==> src/rtl/das_params.svh <==
// Constants for the data access, alignment and stack check block
`ifndef DAS_PARAMS_SVH
`define DAS_PARAMS_SVH
`define DAS_W0_OFS     16'h0000
`define DAS_W1_OFS     16'h0005
`define DAS_W2_OFS     16'h0004
`define DAS_W3_OFS     16'h9000
`define DAS_W4_OFS     16'h8000
`define DAS_W5_OFS     16'h000a
`define DAS_W6_OFS     16'hd000
`define DAS_W7_OFS     16'h3000
`define DAS_W8_OFS     16'h0010
`define DAS_W9_OFS     16'h0012
`define DAS_W10_OFS    16'h0014
`define DAS_W11_OFS    16'h0016
`define DAS_W12_OFS    16'h0018
`define DAS_W13_OFS    16'h001a
`define DAS_W14_OFS    16'h001c
`define DAS_W15_OFS    16'h001e
`define DAS_STACK_LIMIT_REG_OFS  16'h0020
`define DAS_WREG_RST   16'h0000
`define DAS_SP_RST     16'h0800
`define DAS_SP_FLOOR   16'h0800
`define DAS_NEAR_MASK  16'h1fff
`define DAS_STEP_BYTE  16'h0001
`define DAS_STEP_WORD  16'h0002
`define DAS_SP_INDEX   4'hf
`endif

==> src/rtl/das_pkg.sv <==
// Types for the data access, alignment and stack check block
package das_pkg;
    typedef enum logic [2:0] {
        das_mode_indirect = 3'b000,
        das_mode_near     = 3'b001,
        das_mode_move     = 3'b010,
        das_mode_push     = 3'b011,
        das_mode_pop      = 3'b100
    } das_mode_t;
    typedef enum logic [1:0] {
        das_pcpush_none  = 2'b00,
        das_pcpush_call  = 2'b01,
        das_pcpush_excp  = 2'b10
    } das_pcpush_t;
    typedef enum logic [1:0] {
        das_cause_none  = 2'b00,
        das_cause_addr  = 2'b01,
        das_cause_stack = 2'b10
    } das_cause_t;
endpackage

==> src/rtl/das_core.sv <==
// Data-space access path: lanes, alignment, near addressing, stack check
`timescale 1ns/10ps
`default_nettype none
`include "das_params.svh"
module das_core (
    input  wire logic                ref_clk,
    input  wire logic                rst,
    input  wire logic                acc_valid,
    input  wire das_pkg::das_mode_t  acc_mode,
    input  wire logic                acc_write,
    input  wire logic                acc_byte,
    input  wire logic [3:0]          acc_ptr_sel,
    input  wire logic                acc_post_inc,
    input  wire logic                acc_pre_dec,
    input  wire logic [15:0]         acc_direct_addr,
    input  wire logic [15:0]         acc_wdata,
    input  wire logic                acc_load,
    input  wire logic [3:0]          acc_dest_sel,
    input  wire das_pkg::das_pcpush_t acc_pc_push,
    input  wire logic [6:0]          pc_upper,
    input  wire logic [7:0]          status_low_byte,
    input  wire logic                ext_valid,
    input  wire logic                sign_extend_op,
    input  wire logic [3:0]          ext_reg_sel,
    input  wire logic                y_valid,
    input  wire logic [3:0]          y_ptr_sel,
    output logic [15:0]              mem_addr,
    output logic                     mem_re,
    output logic                     mem_we_lo,
    output logic                     mem_we_hi,
    output logic [15:0]              mem_wdata,
    input  wire logic [15:0]         mem_rdata,
    input  wire logic                mem_hit,
    output logic [15:0]              ymem_addr,
    output logic                     ymem_re,
    input  wire logic [15:0]         ymem_rdata,
    input  wire logic                ymem_hit,
    output logic [15:0]              x_rdata,
    output logic                     x_rvalid,
    output logic [15:0]              y_rdata,
    output logic                     y_rvalid,
    output logic [15:0]              effective_address,
    output logic [15:0]              stack_pointer,
    output logic                     trap_req,
    output das_pkg::das_cause_t      trap_cause
);
    import das_pkg::*;

    // ----------------------------------------------------------------
    // Storage
    // ----------------------------------------------------------------
    localparam logic [15:0] WOFS [16] = '{
        `DAS_W0_OFS,
        `DAS_W1_OFS,
        `DAS_W2_OFS,
        `DAS_W3_OFS,
        `DAS_W4_OFS,
        `DAS_W5_OFS,
        `DAS_W6_OFS,
        `DAS_W7_OFS,
        `DAS_W8_OFS,
        `DAS_W9_OFS,
        `DAS_W10_OFS,
        `DAS_W11_OFS,
        `DAS_W12_OFS,
        `DAS_W13_OFS,
        `DAS_W14_OFS,
        `DAS_W15_OFS
    };

    logic [15:0]    wreg [16];
    logic [15:0]    stack_limit_reg;
    logic [15:0]    x_rdata_reg;
    logic           x_rvalid_reg;
    logic [15:0]    y_rdata_reg;
    logic           y_rvalid_reg;
    logic           trap_reg;
    das_cause_t     cause_reg;

    // ----------------------------------------------------------------
    // Address generation
    // ----------------------------------------------------------------
    logic [15:0]    ptr_val;
    logic [15:0]    step;
    logic [15:0]    ea;
    logic [15:0]    ptr_next;
    logic           ptr_upd;
    logic [3:0]     ptr_idx;
    logic           is_word;
    logic           uses_sp;

    assign is_word = ~acc_byte || acc_mode == das_mode_push
                     || acc_mode == das_mode_pop;
    assign step = is_word ? `DAS_STEP_WORD : `DAS_STEP_BYTE;

    always_comb begin
        ptr_idx  = acc_ptr_sel;
        ptr_val  = wreg[acc_ptr_sel];
        ea       = ptr_val;
        ptr_next = ptr_val;
        ptr_upd  = 1'b0;
        unique case (acc_mode)
            das_mode_indirect: begin
                if (acc_pre_dec) begin
                    ea       = ptr_val - step;
                    ptr_next = ptr_val - step;
                    ptr_upd  = 1'b1;
                end else if (acc_post_inc) begin
                    ptr_next = ptr_val + step;
                    ptr_upd  = 1'b1;
                end
            end
            das_mode_near: begin
                ea = acc_direct_addr & `DAS_NEAR_MASK;
            end
            das_mode_move: begin
                ea = acc_direct_addr;
            end
            das_mode_push: begin
                ptr_idx  = `DAS_SP_INDEX;
                ptr_val  = wreg[`DAS_SP_INDEX];
                ea       = ptr_val;
                ptr_next = ptr_val + `DAS_STEP_WORD;
                ptr_upd  = 1'b1;
            end
            das_mode_pop: begin
                ptr_idx  = `DAS_SP_INDEX;
                ptr_val  = wreg[`DAS_SP_INDEX];
                ea       = ptr_val - `DAS_STEP_WORD;
                ptr_next = ptr_val - `DAS_STEP_WORD;
                ptr_upd  = 1'b1;
            end
            default: begin
                ea = ptr_val;
            end
        endcase
    end

    assign uses_sp = acc_mode == das_mode_push || acc_mode == das_mode_pop
                     || (acc_mode == das_mode_indirect
                         && acc_ptr_sel == `DAS_SP_INDEX);

    // ----------------------------------------------------------------
    // Error detection
    // ----------------------------------------------------------------
    logic misalign;
    logic stack_err;
    logic over_limit;
    logic under_floor;

    assign misalign = acc_valid && is_word && ea[0];
    // Limit test passes at equality, so a push landing on the limit is legal
    assign over_limit  = ea > stack_limit_reg;
    assign under_floor = ea < `DAS_SP_FLOOR;
    assign stack_err = acc_valid && uses_sp
                       && (over_limit || under_floor);

    // ----------------------------------------------------------------
    // Register map decode
    // ----------------------------------------------------------------
    logic [15:0]    reg_hit_vec;
    logic           reg_hit;
    logic [3:0]     reg_idx;
    logic           lim_hit;

    genvar gi;
    generate
        for (gi = 0; gi < 16; gi++) begin : g_dec
            assign reg_hit_vec[gi] = ea[15:1] == WOFS[gi][15:1];
        end
    endgenerate

    // Lowest index wins where two entries share a word
    always_comb begin
        reg_hit = 1'b0;
        reg_idx = 4'h0;
        for (int i = 15; i >= 0; i--) begin
            if (reg_hit_vec[i]) begin
                reg_hit = 1'b1;
                reg_idx = 4'(i);
            end
        end
    end

    assign lim_hit = ea[15:1] == `DAS_STACK_LIMIT_REG_OFS >> 1;

    // ----------------------------------------------------------------
    // Write data and lanes
    // ----------------------------------------------------------------
    logic [15:0]    wdata;
    logic           wr_ok;
    logic           we_lo;
    logic           we_hi;

    always_comb begin
        unique case (acc_pc_push)
            das_pcpush_call: wdata = {8'h00, 1'b0, pc_upper};
            das_pcpush_excp: wdata = {status_low_byte, 1'b0, pc_upper};
            das_pcpush_none: wdata = is_word ? acc_wdata
                                     : {acc_wdata[7:0], acc_wdata[7:0]};
            default:         wdata = acc_wdata;
        endcase
    end

    // Misaligned store still runs the instruction, only the store is dropped
    assign wr_ok = acc_valid && acc_write && !misalign;
    assign we_lo = wr_ok && (is_word || !ea[0]);
    assign we_hi = wr_ok && (is_word || ea[0]);

    assign mem_addr  = ea;
    assign mem_wdata = wdata;
    assign mem_re    = acc_valid && !acc_write && !reg_hit && !lim_hit;
    assign mem_we_lo = we_lo && !reg_hit && !lim_hit;
    assign mem_we_hi = we_hi && !reg_hit && !lim_hit;

    // ----------------------------------------------------------------
    // Read data
    // ----------------------------------------------------------------
    logic [15:0]    rd_word;
    logic [15:0]    rd_x;

    always_comb begin
        if (reg_hit) begin
            rd_word = wreg[reg_idx];
        end else if (lim_hit) begin
            rd_word = stack_limit_reg;
        end else if (mem_hit) begin
            rd_word = mem_rdata;
        end else begin
            rd_word = 16'h0000;
        end
    end

    // Whole word is fetched, then one byte picked and zero-filled above
    assign rd_x = is_word ? rd_word
                  : ea[0] ? {8'h00, rd_word[15:8]}
                  : {8'h00, rd_word[7:0]};

    always_ff @(posedge ref_clk) begin
        if (rst) begin
            x_rdata_reg  <= 16'h0000;
            x_rvalid_reg <= 1'b0;
        end else begin
            x_rvalid_reg <= acc_valid && !acc_write;
            if (acc_valid && !acc_write) begin
                x_rdata_reg <= rd_x;
            end
        end
    end

    // ----------------------------------------------------------------
    // Y read path, words only
    // ----------------------------------------------------------------
    assign ymem_addr = {wreg[y_ptr_sel][15:1], 1'b0};
    assign ymem_re   = y_valid;

    always_ff @(posedge ref_clk) begin
        if (rst) begin
            y_rdata_reg  <= 16'h0000;
            y_rvalid_reg <= 1'b0;
        end else begin
            y_rvalid_reg <= y_valid;
            if (y_valid) begin
                y_rdata_reg <= ymem_hit ? ymem_rdata : 16'h0000;
            end
        end
    end

    // ----------------------------------------------------------------
    // Working registers
    // ----------------------------------------------------------------
    logic [15:0]    ld_val;
    logic [15:0]    ext_val;
    logic           ld_en;

    assign ld_val = is_word ? rd_word
                    : {wreg[acc_dest_sel][15:8], rd_x[7:0]};
    assign ext_val = sign_extend_op
                     ? {{8{wreg[ext_reg_sel][7]}}, wreg[ext_reg_sel][7:0]}
                     : {8'h00, wreg[ext_reg_sel][7:0]};
    assign ld_en = acc_valid && acc_load && !acc_write;

    // One register per entry; later sources take precedence within a cycle
    generate
        for (gi = 0; gi < 16; gi++) begin : g_wreg
            logic   upd_hit;
            logic   map_hit;
            logic   ld_hit;
            logic   ext_hit;

            assign upd_hit = acc_valid && ptr_upd && ptr_idx == 4'(gi);
            assign map_hit = reg_hit && reg_idx == 4'(gi);
            assign ld_hit  = ld_en && acc_dest_sel == 4'(gi);
            assign ext_hit = ext_valid && ext_reg_sel == 4'(gi);

            always_ff @(posedge ref_clk) begin
                if (rst) begin
                    wreg[gi] <= (gi == 15) ? `DAS_SP_RST : `DAS_WREG_RST;
                end else begin
                    if (upd_hit) begin
                        wreg[gi] <= ptr_next;
                    end
                    if (map_hit && we_lo) begin
                        wreg[gi][7:0] <= wdata[7:0];
                    end
                    if (map_hit && we_hi) begin
                        wreg[gi][15:8] <= wdata[15:8];
                    end
                    if (ld_hit) begin
                        wreg[gi] <= ld_val;
                    end
                    if (ext_hit) begin
                        wreg[gi] <= ext_val;
                    end
                    // Stack pointer stays word aligned whatever is written to it
                    if (gi == 15) begin
                        wreg[gi][0] <= 1'b0;
                    end
                end
            end
        end
    endgenerate

    // ----------------------------------------------------------------
    // Stack limit
    // ----------------------------------------------------------------
    // No reset: software must load it before relying on the limit check
    always_ff @(posedge ref_clk) begin
        if (lim_hit && we_lo) begin
            stack_limit_reg[7:1] <= wdata[7:1];
        end
        if (lim_hit && we_hi) begin
            stack_limit_reg[15:8] <= wdata[15:8];
        end
        stack_limit_reg[0] <= 1'b0;
    end

    // ----------------------------------------------------------------
    // Trap request
    // ----------------------------------------------------------------
    always_ff @(posedge ref_clk) begin
        if (rst) begin
            trap_reg  <= 1'b0;
            cause_reg <= das_cause_none;
        end else begin
            trap_reg <= misalign || stack_err;
            if (misalign) begin
                cause_reg <= das_cause_addr;
            end else if (stack_err) begin
                cause_reg <= das_cause_stack;
            end else begin
                cause_reg <= das_cause_none;
            end
        end
    end

    // ----------------------------------------------------------------
    // Outputs
    // ----------------------------------------------------------------
    assign x_rdata           = x_rdata_reg;
    assign x_rvalid          = x_rvalid_reg;
    assign y_rdata           = y_rdata_reg;
    assign y_rvalid          = y_rvalid_reg;
    assign effective_address = ea;
    assign stack_pointer     = wreg[15];
    assign trap_req          = trap_reg;
    assign trap_cause        = cause_reg;

endmodule
`default_nettype wire

==> config.mk <==
export PLATFORM = sky130hd
export DESIGN_NAME = das_core
export DESIGN_NICKNAME = d
export VERILOG_FILES = /design/src/rtl/das_pkg.sv /design/src/rtl/das_core.sv
export VERILOG_INCLUDE_DIRS = /design/src /design/src/rtl
export SDC_FILE = /design/constraint.sdc
export NUM_CORES = 2
export LEC_CHECK = 0
export BUFFER_PORTS_ARGS = -buffer_cell sky130_fd_sc_hd__buf_4
export CAP_MARGIN = 0
export CORE_MARGIN = 5
export CORE_UTILIZATION = 35
export DETAILED_ROUTE_END_ITERATION = 10
export PLACE_DENSITY = 0.48
export SETUP_SLACK_MARGIN = 0.05
export SYNTH_ARGS = -nofsm -noshare
export SYNTH_HDL_FRONTEND = slang
export SYNTH_SLANG_ARGS = --single-unit
==> constraint.sdc <==
create_clock -name ref_clk -period 17.9 [get_ports ref_clk]
set_clock_uncertainty 0.1 [all_clocks]
set_input_delay 4.475 -clock ref_clk [delete_from_list [all_inputs] [get_ports ref_clk]]
set_output_delay 4.475 -clock ref_clk [all_outputs]
set_load 0.05 [all_outputs]
==> metrics.txt <==
endpoint kind of the worst setup timing path=output port; final routed wirelength across all metal layers=between 150 and 200 mm; number of H-tree levels=2; GRT Total Usage=between 30% and 40%; min-delay worst type=flop to flop; post-route cell area=around 0.034 mm^2; clock tree from TritonCTS=built; netlist area before placement=0.0303 mm^2; setup_tns=0 ns; Hold Path Sink=x_rdata[3]$_SDFFE_PP0P_; sum of met3 wire segment lengths after detailed routing=between 20 and 30 mm; # clock sinks=308; Max Cap Viol=0; synthesis-to-finish area growth=12.6%; number of hold-repair buffers added at the cts stage=0; Setup violations, final=0; vias after detailed routing=roughly 33000; DR DRC count=0; area of placed instances=0.0329 mm^2; die area=0.0926 mm^2; Fin. Hold Viols=0; count of flip-flops with a built-in enable after synthesis=around 270; share of flip-flops with an asynchronous set or reset=0%; number of rows in the core area=approximately 110; CTS buffer count=41; global-route wire length before repair=between 200 and 250 mm; Clock Pin Slew Worst Setup and Hold Paths=around 0.060 ns; Reg2Reg Depth=20; reg-to-reg slack, setup=~8.6 ns; area share of xor/xnor cells in the synthesized design=less than 1%; via count of the first global-routing pass=31181; post-synthesis cell count=around 3300; dominant combinational cell family by area after synthesis=compound AO/OA/AOI/OAI gates; die boundary width=304 um; simple-gate share of the synthesized area=between 10% and 20%; leakage power of the design=about 12 nW; slew margin rel.=between 3 and 4%; maximum vdd drop=0.0615 mV; starting utilization of the core area=around a third; most instantiated flip-flop cell in the synthesis netlist=edfxtp_1; worst-path cell chain=buf_4 > or3b_1 > and3_2 > buf_4 > inv_2 > fa_1 > nand2_1 > inv_1 > o211ai_1 > a22oi_2 > a211oi_1 > nor4_1 > nor4_2 > nand2_1 > a31o_2 > nand2_1 > nor3_1 > buf_4; largest net degree at the start of global routing=66; transition at the pin with the smallest max-transition slack=1.44 ns; fraction of final layout cells sized beyond drive strength 1=22.0%; count of boundary I/O pins=around 230; reg-to-reg critical path endpoint=wreg[13][6]$_DFFE_PP_; Setup crit start kind=input pin; top cell types by occurrence after synthesis=nand2_1 (362), a21oi_1 (288), edfxtp_1 (271); Worst Setup Path Type=input pin to output port; Worst Min Path Start=x_rdata[3]$_SDFFE_PP0P_; GPL Wtd Cong=approximately 1.0; r2r startpoint=wreg[15][1]$_DFFE_PP_; syn_area_per_cell=9.12 um^2; unrepaired setup endpoints after global routing=no; Synth Register Bits=between 300 and 400; Detail Placement HPWL=142 mm; number of distinct library cells after synthesis=~120; number of resized instances in the post-cts repair step=0; number of detailed-routing iterations run before antenna repair=11; post-detailed-route wirelength per cell=39.8 um; routed via count divided by cell count=~7.2; power density of the placed cells=about 74 mW/mm^2; critical path's largest stage delay=0.93 ns; highest achievable clock rate=around 0.061 GHz; mux cell area share after synthesis=between 20% and 30%; final clock period utilization by the worst path=between 90 and 100%; clk root buf=clkbuf_16; cell taking the most area after synthesis=edfxtp_1; Yosys top cell area share=a little over a quarter; Max Fanout on Critical Path=30; Skew-Pair Late Insertion Delay=roughly 0.59 ns; number of flip-flops in the largest register=256; final net count=3533; violation count after the first detailed-route iteration=6282; port buffer count=232; sequential share of the synthesized area=29.3%; minimum period implied by the final worst setup slack=approximately 16 ns; Hold Crit Depth=2; count of synthesis-stage warnings from yosys=0; sum of met2 wire segment lengths after detailed routing=slightly below 80 mm; library cell with the highest instance count after synthesis=nand2_1; post-detailed-route count of antenna-violating nets=0; data required time of the critical path=~13 ns; Die Ht=304 um; result of the run=complete, no violations; max-slew violation count=0; top area cells in the synthesized netlist=edfxtp_1 (27%), mux4_2 (15%), mux2i_1 (5.4%), a21oi_1 (4.8%), nand2_1 (4.5%); number of setup buffers added after CTS=0; Max stage delay cell, worst path=nor4_1; maximum buffer depth of the clock tree=3; arrival time at the worst endpoint=11.70 ns; synthesized-area fraction occupied by ao, oa, aoi and oai cells=approximately 25%; global route overflow=0; post-synthesis share of cell area spent on full adders, half adders and majority gates=under 10%; initial antenna violation count=8; routed metal-1 wirelength=between 60 and 70 mm; top layer reached by signal wires=met5; Core Box Area=0.0863 mm^2
==> final cells by class <==
cell class / count / area [um^2]
tap: 1155 / 1450
clock inverter: 26 / 194
antenna: 7 / 17.5
multi-input combinational: 2646 / 19800
timing repair buffer: 337 / 2530
inverter: 64 / 243
fill: 8608 / 52200
sequential: 308 / 8880
clock buffer: 46 / 1040
==> logic make-up after synthesis <==
kind of cell | Yosys count
AND/OR/NAND/NOR | 1065
multiplexers | 405
adder cells (fa/ha/maj) | 24
buffers and inverters | 372
flip-flops | 308
XOR/XNOR | 16
other | 2
AO/OA/AOI/OAI | 1133
==> report_power, final <==
group / switching (W) / leakage [nW] / internal [W]
clock: 0.000371 / 0.606 / 0.000448
sequential: 0.0000718 / 3.08 / 0.000816
combinational: 0.000578 / 8.37 / 0.000242
==> layout by cell type, fill, tap and decap left out, types with 26 or more instances in the layout <==
master,n
a211oi_1,30
a21oi_1,288
a221o_1,32
a221oi_1,38
a22oi_1,58
buf_4,337
clkbuf_16,41
dfxtp_1,37
edfxtp_1,271
inv_1,52
mux2_2,33
mux2i_1,164
mux4_2,203
nand2_1,362
nand2b_1,26
nand3_1,109
nor2_1,258
nor2b_1,43
nor3_1,94
o211ai_1,37
o21ai_0,215
o21ai_1,35
o221ai_1,62
o22ai_1,123
o31ai_1,32
==> per-layer routing <==
layer / vias up / GRT usage (%)
met3: 599 / 16.6
met1: 16215 / 47.1
met5: - / 0.258
met2: 2999 / 56.0
met4: 8 / 14.3
li1: 13230 / -
==> critical path, delay by kind of cell <==
kind | cells | cell delay, ns
AOI/OAI and AO/OA | 4 | 1.61
adders and majority gates | 1 | 0.31
buffers and inverters | 5 | 1.61
and+or+nand+nor | 8 | 3.65
==> worst max path at each step <==
stage                      endpoint           start
after floorplan           mem_we_hi  acc_ptr_sel[2]
after global placement    mem_we_lo     acc_mode[2]
after detailed placement  mem_we_hi     acc_mode[2]
after CTS                 mem_we_hi     acc_mode[2]
after global routing      mem_we_hi     acc_mode[2]
final                     mem_we_hi     acc_mode[2]
==> metrics by stage <==
step | power (W) | cells | utilization [%] | hold WS, ns | setup WS, ns
2_1_floorplan | 0.00135 | 3326 | - | 0.575 | 2.32
3_3_place_gp | 0.00168 | 4510 | 38.1 | 0.368 | 2.18
3_5_place_dp | 0.00168 | 4510 | 38.1 | 0.370 | 1.90
4_1_cts | 0.00249 | 4582 | 39.5 | 0.384 | 1.89
5_1_grt | 0.00257 | 4582 | 39.5 | 0.399 | 1.51
6_report | 0.00253 | 4589 | 39.6 | 0.393 | 1.62
Note: power is estimated with default switching activity, not from simulation.
